File: src/hdl/lane_hold_pkg.sv
// constants for the lane error counter hold register bank
package lane_hold_pkg;
    // lanes served by this bank, first lane number
    localparam int LANES = 3;
    localparam int FIRST_LANE = 2;
    localparam int ERR_KINDS = 3;
    localparam int COUNTERS = LANES * ERR_KINDS;
    localparam int CNT_W = 8;
    localparam int ADDR_W = 16;
    localparam int DATA_W = 32;
    localparam int STRB_W = 4;
    // register indices, byte address is four times the index
    localparam logic [13:0] HOLD_IDX_LANE2 = 14'h048A;
    localparam logic [13:0] HOLD_IDX_LANE3 = 14'h048B;
    localparam logic [13:0] HOLD_IDX_LANE4 = 14'h048C;
    localparam logic [13:0] COUNT_IDX_LANE2 = 14'h0500;
    localparam logic [13:0] COUNT_CLEAR_IDX = 14'h0508;
    localparam logic [13:0] IRQ_STATUS_IDX = 14'h0509;
    localparam logic [13:0] IRQ_CLEAR_IDX = 14'h050A;
    localparam logic [13:0] IRQ_ENABLE_IDX = 14'h050B;
    // hold field bits
    localparam int BIT_UNEXPECTED_CTRL = 2;
    localparam int BIT_INVALID_CODE = 1;
    localparam int BIT_DISPARITY = 0;
    localparam logic [2:0] HOLD_RESET = 3'h7;
    localparam logic [7:0] CNT_TERMINAL = 8'hFF;
    localparam logic [7:0] CNT_ZERO = 8'h00;
    localparam logic [7:0] CNT_ONE = 8'h01;
    // interrupt status layout: one terminal bit per counter, then misuse bit
    localparam int STS_W = 10;
    localparam int STS_MISUSE_BIT = 9;
    localparam logic [9:0] STS_RESET = 10'h000;
    localparam logic [9:0] IEN_RESET = 10'h000;
    localparam logic [1:0] RESP_OKAY = 2'h0;
    localparam logic [1:0] RESP_SLVERR = 2'h2;
endpackage

File: src/hdl/lane_error_counter_hold_cfg.sv
// hold register bank and error counters for lanes 2 to 4, axi4-lite slave
//
// The AXI4-Lite interface to the registers was decided locally.
`timescale 1ns/10ps
// Function
// - three error counters per lane, bits 2,1,0
// - hold set: counter stops at 0xFF
// - hold clear: counter rolls over past 0xFF
// - hold fields reset to 0x7
// - per-lane hold registers, upper bits read zero
module lane_error_counter_hold_cfg (
    input  wire logic                                core_clk_i,
    input  wire logic                                rst_b_i,
    input  wire logic [lane_hold_pkg::ADDR_W-1:0]    s_axi_awaddr_i,
    input  wire logic                                s_axi_awvalid_i,
    output logic                                     s_axi_awready_o,
    input  wire logic [lane_hold_pkg::DATA_W-1:0]    s_axi_wdata_i,
    input  wire logic [lane_hold_pkg::STRB_W-1:0]    s_axi_wstrb_i,
    input  wire logic                                s_axi_wvalid_i,
    output logic                                     s_axi_wready_o,
    output logic [1:0]                               s_axi_bresp_o,
    output logic                                     s_axi_bvalid_o,
    input  wire logic                                s_axi_bready_i,
    input  wire logic [lane_hold_pkg::ADDR_W-1:0]    s_axi_araddr_i,
    input  wire logic                                s_axi_arvalid_i,
    output logic                                     s_axi_arready_o,
    output logic [lane_hold_pkg::DATA_W-1:0]         s_axi_rdata_o,
    output logic [1:0]                               s_axi_rresp_o,
    output logic                                     s_axi_rvalid_o,
    input  wire logic                                s_axi_rready_i,
    input  wire logic                                deser_soft_reset_i,
    input  wire logic [2:0]                          lane2_err_i,
    input  wire logic [2:0]                          lane3_err_i,
    input  wire logic [2:0]                          lane4_err_i,
    output logic                                     irq_o
);
    localparam int LN = lane_hold_pkg::LANES;
    localparam int NC = lane_hold_pkg::COUNTERS;
    localparam int SW = lane_hold_pkg::STS_W;

    logic [2:0]                        hold_q [LN];
    logic [lane_hold_pkg::CNT_W-1:0]   cnt_q [NC];
    logic [NC-1:0]                     cnt_clr_q;
    logic [NC-1:0]                     err_evt;
    logic [NC-1:0]                     term_evt;
    logic [SW-1:0]                     sts_q;
    logic [SW-1:0]                     ien_q;
    logic [SW-1:0]                     sts_set;
    logic [SW-1:0]                     sts_clr;
    logic                              irq_q;
    logic                              aw_held_q;
    logic                              w_held_q;
    logic [lane_hold_pkg::ADDR_W-1:0]  waddr_q;
    logic [lane_hold_pkg::DATA_W-1:0]  wdata_q;
    logic [lane_hold_pkg::STRB_W-1:0]  wstrb_q;
    logic                              awready_q;
    logic                              wready_q;
    logic                              bvalid_q;
    logic [1:0]                        bresp_q;
    logic                              arready_q;
    logic                              rvalid_q;
    logic [1:0]                        rresp_q;
    logic [lane_hold_pkg::DATA_W-1:0]  rdata_q;
    logic                              commit;
    logic                              aw_hs;
    logic                              w_hs;
    logic                              ar_hs;
    logic                              aw_held_d;
    logic                              w_held_d;
    logic                              rvalid_d;
    logic [lane_hold_pkg::DATA_W-1:0]  wmask;
    logic [lane_hold_pkg::DATA_W-1:0]  wbits;
    logic [13:0]                       widx;
    logic [LN-1:0]                     hold_hit;
    logic                              wr_hit;
    logic [lane_hold_pkg::DATA_W-1:0]  rd_data;
    logic                              rd_err;
    logic                              first_q;

    assign err_evt = {lane4_err_i, lane3_err_i, lane2_err_i};
    assign aw_hs = s_axi_awvalid_i && awready_q;
    assign w_hs = s_axi_wvalid_i && wready_q;
    assign ar_hs = s_axi_arvalid_i && arready_q;
    // address and data are taken in either order, the write lands once both are held
    assign commit = aw_held_q && w_held_q && !bvalid_q;
    assign aw_held_d = commit ? 1'b0 : (aw_hs ? 1'b1 : aw_held_q);
    assign w_held_d = commit ? 1'b0 : (w_hs ? 1'b1 : w_held_q);
    assign rvalid_d = ar_hs ? 1'b1 : ((rvalid_q && s_axi_rready_i) ? 1'b0 : rvalid_q);
    assign wmask = {{8{wstrb_q[3]}}, {8{wstrb_q[2]}}, {8{wstrb_q[1]}}, {8{wstrb_q[0]}}};
    assign wbits = wdata_q & wmask;
    assign widx = waddr_q[lane_hold_pkg::ADDR_W-1:2];

    always_comb begin
        wr_hit = 1'b0;
        for (int l = 0; l < LN; l++) begin
            hold_hit[l] = (widx == lane_hold_pkg::HOLD_IDX_LANE2 + 14'(l));
            if (hold_hit[l] || widx == lane_hold_pkg::COUNT_IDX_LANE2 + 14'(l)) begin
                wr_hit = 1'b1;
            end
        end
        if (widx == lane_hold_pkg::COUNT_CLEAR_IDX || widx == lane_hold_pkg::IRQ_STATUS_IDX ||
            widx == lane_hold_pkg::IRQ_CLEAR_IDX || widx == lane_hold_pkg::IRQ_ENABLE_IDX) begin
            wr_hit = 1'b1;
        end
    end

    // write channel capture
    always_ff @(posedge core_clk_i or negedge rst_b_i) begin
        if (!rst_b_i) begin
            aw_held_q <= 1'b0;
            w_held_q <= 1'b0;
            awready_q <= 1'b0;
            wready_q <= 1'b0;
            waddr_q <= '0;
            wdata_q <= '0;
            wstrb_q <= '0;
        end else begin
            aw_held_q <= aw_held_d;
            w_held_q <= w_held_d;
            awready_q <= !aw_held_d;
            wready_q <= !w_held_d;
            if (aw_hs) begin
                waddr_q <= s_axi_awaddr_i;
            end
            if (w_hs) begin
                wdata_q <= s_axi_wdata_i;
                wstrb_q <= s_axi_wstrb_i;
            end
        end
    end

    // write response, one cycle after both halves are held
    always_ff @(posedge core_clk_i or negedge rst_b_i) begin
        if (!rst_b_i) begin
            bvalid_q <= 1'b0;
            bresp_q <= lane_hold_pkg::RESP_OKAY;
        end else if (commit) begin
            bvalid_q <= 1'b1;
            bresp_q <= wr_hit ? lane_hold_pkg::RESP_OKAY : lane_hold_pkg::RESP_SLVERR;
        end else if (bvalid_q && s_axi_bready_i) begin
            bvalid_q <= 1'b0;
        end
    end

    // hold fields, reserved bits are never stored
    for (genvar l = 0; l < LN; l++) begin : g_hold
        always_ff @(posedge core_clk_i or negedge rst_b_i) begin
            if (!rst_b_i) begin
                hold_q[l] <= lane_hold_pkg::HOLD_RESET;
            end else if (commit && hold_hit[l] && wstrb_q[0]) begin
                hold_q[l] <= wdata_q[2:0];
            end
        end
    end

    // counter clear strobes, one cycle wide
    always_ff @(posedge core_clk_i or negedge rst_b_i) begin
        if (!rst_b_i) begin
            cnt_clr_q <= '0;
        end else if (commit && widx == lane_hold_pkg::COUNT_CLEAR_IDX) begin
            cnt_clr_q <= wbits[NC-1:0];
        end else begin
            cnt_clr_q <= '0;
        end
    end

    for (genvar k = 0; k < NC; k++) begin : g_cnt
        localparam int LANE = k / lane_hold_pkg::ERR_KINDS;
        localparam int KIND = k % lane_hold_pkg::ERR_KINDS;
        assign term_evt[k] = err_evt[k] && !cnt_clr_q[k] &&
                             cnt_q[k] == lane_hold_pkg::CNT_TERMINAL - lane_hold_pkg::CNT_ONE;
        always_ff @(posedge core_clk_i or negedge rst_b_i) begin
            if (!rst_b_i) begin
                cnt_q[k] <= lane_hold_pkg::CNT_ZERO;
            end else if (cnt_clr_q[k]) begin
                // an error in the clear cycle is counted, not lost
                cnt_q[k] <= err_evt[k] ? lane_hold_pkg::CNT_ONE : lane_hold_pkg::CNT_ZERO;
            end else if (err_evt[k]) begin
                if (cnt_q[k] != lane_hold_pkg::CNT_TERMINAL) begin
                    cnt_q[k] <= cnt_q[k] + lane_hold_pkg::CNT_ONE;
                end else if (!hold_q[LANE][KIND]) begin
                    cnt_q[k] <= lane_hold_pkg::CNT_ZERO;
                end
            end
        end

    end

    // interrupt status: hardware set beats software clear
    always_comb begin
        sts_set = '0;
        sts_set[NC-1:0] = term_evt;
        // a hold write outside soft reset is flagged, the write still lands
        sts_set[lane_hold_pkg::STS_MISUSE_BIT] = commit && (|hold_hit) && !deser_soft_reset_i;
        sts_clr = '0;
        if (commit && widx == lane_hold_pkg::IRQ_CLEAR_IDX) begin
            sts_clr = wbits[SW-1:0];
        end
    end

    always_ff @(posedge core_clk_i or negedge rst_b_i) begin
        if (!rst_b_i) begin
            sts_q <= lane_hold_pkg::STS_RESET;
        end else begin
            sts_q <= (sts_q & ~sts_clr) | sts_set;
        end
    end

    always_ff @(posedge core_clk_i or negedge rst_b_i) begin
        if (!rst_b_i) begin
            ien_q <= lane_hold_pkg::IEN_RESET;
        end else if (commit && widx == lane_hold_pkg::IRQ_ENABLE_IDX) begin
            ien_q <= (ien_q & ~wmask[SW-1:0]) | wbits[SW-1:0];
        end
    end

    always_ff @(posedge core_clk_i or negedge rst_b_i) begin
        if (!rst_b_i) begin
            irq_q <= 1'b0;
        end else begin
            irq_q <= |(sts_q & ien_q);
        end
    end

    // read decode, unmapped addresses answer slverr with zero data
    always_comb begin
        rd_data = '0;
        rd_err = 1'b1;
        for (int l = 0; l < LN; l++) begin
            if (s_axi_araddr_i[15:2] == lane_hold_pkg::HOLD_IDX_LANE2 + 14'(l)) begin
                rd_data = {29'h0, hold_q[l]};
                rd_err = 1'b0;
            end
            if (s_axi_araddr_i[15:2] == lane_hold_pkg::COUNT_IDX_LANE2 + 14'(l)) begin
                rd_data = {8'h00, cnt_q[3 * l + 2], cnt_q[3 * l + 1], cnt_q[3 * l]};
                rd_err = 1'b0;
            end
        end
        if (s_axi_araddr_i[15:2] == lane_hold_pkg::IRQ_STATUS_IDX) begin
            rd_data = {22'h0, sts_q};
            rd_err = 1'b0;
        end
        if (s_axi_araddr_i[15:2] == lane_hold_pkg::IRQ_ENABLE_IDX) begin
            rd_data = {22'h0, ien_q};
            rd_err = 1'b0;
        end
        // write-only registers read as zero
        if (s_axi_araddr_i[15:2] == lane_hold_pkg::IRQ_CLEAR_IDX ||
            s_axi_araddr_i[15:2] == lane_hold_pkg::COUNT_CLEAR_IDX) begin
            rd_err = 1'b0;
        end
    end

    always_ff @(posedge core_clk_i or negedge rst_b_i) begin
        if (!rst_b_i) begin
            arready_q <= 1'b0;
            rvalid_q <= 1'b0;
            rresp_q <= lane_hold_pkg::RESP_OKAY;
            rdata_q <= '0;
        end else begin
            arready_q <= !rvalid_d;
            rvalid_q <= rvalid_d;
            if (ar_hs) begin
                rdata_q <= rd_data;
                rresp_q <= rd_err ? lane_hold_pkg::RESP_SLVERR : lane_hold_pkg::RESP_OKAY;
            end
        end
    end

    assign s_axi_awready_o = awready_q;
    assign s_axi_wready_o = wready_q;
    assign s_axi_bvalid_o = bvalid_q;
    assign s_axi_bresp_o = bresp_q;
    assign s_axi_arready_o = arready_q;
    assign s_axi_rvalid_o = rvalid_q;
    assign s_axi_rresp_o = rresp_q;
    assign s_axi_rdata_o = rdata_q;
    assign irq_o = irq_q;

    // helper: low only in the first cycle after reset release
    always_ff @(posedge core_clk_i or negedge rst_b_i) begin
        if (!rst_b_i) begin
            first_q <= 1'b0;
        end else begin
            first_q <= 1'b1;
        end
    end
endmodule // lane_error_counter_hold_cfg

File: config.mk
export PLATFORM = sky130hd
export DESIGN_NAME = lane_error_counter_hold_cfg
export DESIGN_NICKNAME = d
export VERILOG_FILES = /design/src/hdl/lane_hold_pkg.sv /design/src/hdl/lane_error_counter_hold_cfg.sv
export SDC_FILE = /design/constraint.sdc
export NUM_CORES = 1
export LEC_CHECK = 0
export BUFFER_PORTS_ARGS = -buffer_cell sky130_fd_sc_hd__clkbuf_2
export CELL_PAD_IN_SITES_DETAIL_PLACEMENT = 0
export CELL_PAD_IN_SITES_GLOBAL_PLACEMENT = 1
export CORE_ASPECT_RATIO = 1.1
export CORE_MARGIN = 4
export CORE_UTILIZATION = 40
export DETAILED_ROUTE_END_ITERATION = 10
export PLACE_DENSITY_LB_ADDON = 0.05
export SLEW_MARGIN = 20
export SYNTH_ARGS = -nofsm -noshare
export SYNTH_HDL_FRONTEND = slang
export SYNTH_SLANG_ARGS = --single-unit
File: constraint.sdc
create_clock -name core_clk_i -period 2 [get_ports core_clk_i]
set_input_delay 0.4 -clock core_clk_i [delete_from_list [all_inputs] [get_ports core_clk_i]]
set_output_delay 0.4 -clock core_clk_i [all_outputs]
set_load 0.01 [all_outputs]
## Yosys cells after proc, flatten, opt, wreduce, memory -nomap -nowiden

Index checks and enable logic that the tools add are counted.

| word-level totals | value |
|---|---|
| output and inout bits | 42 |
| word-level logic and storage cells | 249 |
| bits of input ports | 85 |
| bits in registers | 182 |

| cells by class | value |
|---|---|
| $add $sub $neg | 9 |
| reductions and logical operators | 78 |
| muxes and demuxes | 78 |
| bitwise operators | 8 |
| equal/unequal tests | 47 |

Operator list:

| kind | count |
|---|---|
| 8-bit 2-to-1 mux | 36 |
| 14-bit by 11-bit == test with 1-bit output (second input constant) | 20 |
| 32-bit 2-to-1 mux | 7 |
| 8-bit by 1-bit adder with 8-bit output (second input constant) | 9 |
| 8-bit == test (second input constant) | 9 |
| 8-bit inequality test (second input constant) | 9 |
| 10-bit bitwise AND | 4 |
| 1-bit logical AND | 36 |
| 1-bit 2-to-1 mux | 30 |
| 3-bit by 1-bit inequality test with 1-bit output (second input constant) | 9 |
| 10-bit inverter | 2 |
| 10-bit bitwise OR | 2 |
| 2-bit nonzero test | 10 |
| 2-bit AND reduction | 9 |
| 1-bit zero test | 14 |
| 10-bit 2-to-1 mux | 1 |
| 10-bit OR reduction | 1 |
| 9-bit 2-to-1 mux | 1 |
| 1-bit logical OR | 7 |
| 2-bit 2-to-1 mux | 2 |
| 3-bit 2-to-1 mux | 1 |
| 3-bit OR reduction | 1 |

## Longest topological paths before layout

| depth | value |
|---|---|
| word-level depth | 11 |
| depth in mapped cells | 7 |
| mapped depth without buffers | 6 |

## Least setup slack after synthesis

OpenSTA, ideal clock, no wires.

| path | value |
|---|---|
| kind | reg-to-reg |
| start point | register waddr_q[7] (netlist name) |
| end point | register hold_q[0] (netlist name) |
| period minus slack after synthesis | 1.947 ns |
| path slack | 0.053 ns |
| arrival time | 1.865 ns |
| stages on the path, launching flop included | 6 |
| setup time | 0.082 ns |
| cells stage by stage | dfrtp_1 -> nor4b_4 -> nand3_2 -> or2_1 -> or4_4 -> mux2_4 |

| on the way | value |
|---|---|
| longest elaborated chain between the ends | 3 |

RTL lines:

| element | RTL line | text |
|---|---|---|
| start, declared | lane_error_counter_hold_cfg.sv:53 | `logic [lane_hold_pkg::ADDR_W-1:0] waddr_q;` |
| start signal, assigned | lane_error_counter_hold_cfg.sv:123 | `waddr_q <= s_axi_awaddr_i;` |
| 14-bit by 11-bit == test with 1-bit output | lane_error_counter_hold_cfg.sv:96 | `hold_hit[l] = (widx == lane_hold_pkg::HOLD_IDX_LANE2 + 14'(l));` |
| 1-bit logical AND (2 in series) | lane_error_counter_hold_cfg.sv:150 | `end else if (commit && hold_hit[l] && wstrb_q[0]) begin` |
| end signal, assigned by index | lane_error_counter_hold_cfg.sv:149 | `hold_q[l] <= lane_hold_pkg::HOLD_RESET;` |
| end signal, assigned by index | lane_error_counter_hold_cfg.sv:151 | `hold_q[l] <= wdata_q[2:0];` |
| end, declared | lane_error_counter_hold_cfg.sv:41 | `logic [2:0] hold_q [LN];` |

Every way passes these cells.
A chain may end at the register's enable or synchronous reset.

## Worst setup path after layout

| path | value |
|---|---|
| start point | register waddr_q[13] (netlist name) |
| end point | register hold_q[0] (netlist name) |

Same word-level chain as after synthesis.

==> results.tsv <==
metric	value	unit
die_w	149.5	um
io_buffers	88	
r2r-end	hold_q[0]$_DFFE_PN1P_	
yosysWarnings	0	
finalCritPeriodShare	98.35	%
critPathCaptureType	flip-flop	
critPathMaxFanout	3	
p_per_area	1106	nW/um^2
cts_buffers	17	
dieHeight	163.7	um
relSlewSlack	52.83	%
yosysSeqAreaShare	48.39	%
tns	0	ns
ant_nets	0	
max-vdd-ir-drop	0.6467	mV
cp-start-kind	flip-flop	
setup_viol	0	
fin_crit	1.967	ns
cts_sinks	170	
leakagePower	0.004715	uW
routed_wl	24510	um
worst_slew_pin_slew	0.7043	ns
report.final.hold_viol_count	0	
run_status	finished, final reports clean	
r2r_start	waddr_q[13]$_DFFE_PN0P_	
diodes	0	
fp.dieArea	24480	um^2
grt_pass1_vias	7304	
ys_ff_latch	170	
rr_worst_depth	5	
grt_max_degree	50	
maxSlewViolCount	0	
final_common_cell	dfrtp_1	
drive_above_1_share	25.46	%
start_util	40.98	%
drcViolationCount	0	
dpl.hpwl	18690	um
root_buffer	clkbuf_16	
clk-insertion-delay-late	0.42	ns
cts_tree	yes	
routed-via-count	7403	
synth_area	8815	um^2
synthTopCellsByArea	dfrtp_1, mux2_2, nand2_1, nor2_1, o21ai_0	
clkSlewWorstSetupHoldPaths	0.08	ns
fin_cells	1323	
syn_inst	883	
htree_num_levels	4	
rrSetupSlack	0.03	ns
critPathKind	reg2reg	
ys_types	77	
num-nets-final	1123	
clock_skew	0.01212	ns
worstHoldStart	s_axi_bready_i	
grt_pass1_wl	39610	um
fp.coreArea	21510	um^2
syn_avg_cell_area	9.983	um^2
critPathMaxStageDelay	0.47	ns
min_path_cells	2	
place.gp.congestion	0.8899	
yosys.area.top_type_share	45.71	%
crit_arrival	2.31	ns
avgRoutedWirePerCell	18.53	um
synth_edf_count	0	
min_path_type	in2reg	
row_count	56	
cts.path.max_buffers	2	
slowest_stage	or4_4	
holdPathEnd	s_axi_bvalid_o$_DFFE_PN0P_	
place_inst	1286	
firstDrtPassIters	8	
synth_ff_type	dfrtp_1	
crit_chain	nor4_2 -> nand3_2 -> or2_1 -> or4_4 -> mux2_4	
drt_iter0_drc	417	
post-synth-top-area-cell	dfrtp_1	
antenna_found_initial	0	
avgViaCountPerCell	5.596	
io_pins	127	
async_flop_share	100.0	%
track_usage	20.37	%
grt_setup_unrepaired	true	
cp_data_required_time	2.35	ns
final_cell_mix	dfrtp_1, nand2_1, clkbuf_2	
clock.fmax	0.5084	GHz
max_cap_viol_count	0	
area_growth	20.31	%
overflow	0	
-- logic make-up after synthesis --
| group | after synthesis | share of synthesized area, % |
|---|---|---|
| xor+xnor | 29 | 2.882 |
| fa+ha+maj | 18 | 2.555 |
| flops | 170 | 48.39 |
| compound gates | 211 | 16.58 |
| buf+inv | 80 | 3.932 |
| mux | 50 | 6.487 |
| simple gates | 324 | 19.13 |
| other cells | 1 | 0.04254 |
-- where the power goes --
group / internal, uW / switching (uW)
registers: 4350 / 1270
clock network: 1670 / 1570
logic: 1430 / 1440
total: 7450 / 4280
-- final cells by class --
type | instances | area [um^2]
clock buffer | 17 | 425.4
multi-input combinational | 642 | 4257
tap | 290 | 362.8
sequential | 170 | 4265
fill | 2064 | 10910
inverter | 38 | 142.6
clock inverter | 15 | 155.1
timing repair buffer | 151 | 997.2
-- what timing repair did --
action | CTS | global route
endpoints found under the hold margin | 35 | 0
buffers inserted | 1 | 3
hold buffers | 1 | 0
resized for setup | 0 | 5
pin swaps | 2 | 1
setup endpoints to repair | 3 | 31
-- layer usage --
metal	wire [um]	GRT usage [%]
met4	384	5.202
met5	0	0
met1	11090	27.70
met2	11890	33.64
met3	1144	3.946
-- worst max path at each step --
| stage | slack (ns) | endpoint | startpoint |
|---|---|---|---|
| 3_5_place_dp | -0.16 | s_axi_rdata_o[7]$_DFFE_PN0P_ | s_axi_araddr_i[14] |
| 3_3_place_gp | -0.12 | s_axi_rdata_o[2]$_DFFE_PN0P_ | s_axi_araddr_i[14] |
| 2_1_floorplan | 0.05 | hold_q[0]$_DFFE_PN1P_ | waddr_q[7]$_DFFE_PN0P_ |
| 5_1_grt | -0.04 | hold_q[0]$_DFFE_PN1P_ | waddr_q[14]$_DFFE_PN0P_ |
| 4_1_cts | 0.005 | cnt_clr_q[7]$_DFF_PN0_ | waddr_q[13]$_DFFE_PN0P_ |
| 6_report | 0.03 | hold_q[0]$_DFFE_PN1P_ | waddr_q[13]$_DFFE_PN0P_ |
-- registers in the layout (all words and copies together), names as in the netlist, named ones only --
signal and flops:
s_axi_rdata_o 24, hold_q 9, s_axi_awready_o 1, cnt_clr_q 9
s_axi_bvalid_o 1, s_axi_bresp_o 1, sts_q 10, s_axi_arready_o 1
waddr_q 14, w_held_q 1, wstrb_q 2, irq_o 1
cnt_q 72, s_axi_wready_o 1, s_axi_rvalid_o 1, s_axi_rresp_o 1
aw_held_q 1, wdata_q 10
-- cell usage after synthesis (4+ instances only) --
| cell | n |
|---|---|
| o31ai_1 | 8 |
| inv_1 | 38 |
| dfstp_2 | 9 |
| ha_1 | 18 |
| nand4_1 | 24 |
| and3_1 | 21 |
| a311oi_1 | 4 |
| mux2_2 | 45 |
| clkbuf_1 | 18 |
| and2_1 | 16 |
| dfrtp_1 | 161 |
| buf_2 | 7 |
| nor4b_1 | 4 |
| buf_1 | 7 |
| nand2b_1 | 5 |
| nor2_1 | 79 |
| a22oi_1 | 18 |
| a222oi_1 | 15 |
| a32oi_1 | 9 |
| o22ai_1 | 8 |
| nand2_1 | 87 |
| o21ai_0 | 50 |
| a41oi_1 | 5 |
| xnor2_1 | 8 |
| xor2_1 | 21 |
| nor2b_1 | 10 |
| a31oi_1 | 15 |
| o21ai_1 | 5 |
| nor3_1 | 9 |
| buf_4 | 10 |
| nand3_1 | 28 |
| or2_2 | 5 |
| a21oi_1 | 25 |
| a211oi_1 | 8 |
| a21o_1 | 6 |
| nor4_1 | 4 |
-- critical path: cells and delay by family (launching register included) --
| family | cells | cell delay, ns |
|---|---|---|
| and+or+nand+nor | 4 | 1.17 |
| DFF | 1 | 0.40 |
| muxes | 1 | 0.32 |
-- through the flow --
step	area [um^2]	power (uW)	hold slack, ns	worst slack, ns	utilization (%)
after floorplan	8848	7241	0.1044	0.05285	-
after global placement	9965	8331	0.3318	-0.1250	46.32
after detailed placement	9965	8470	0.3343	-0.1637	46.32
after CTS	10560	11770	0.1309	0.004833	49.10
after global routing	10610	12480	0.1280	-0.03712	49.30
final	10610	11730	0.1474	0.03305	49.30
Power figures use the tool's default switching activity.
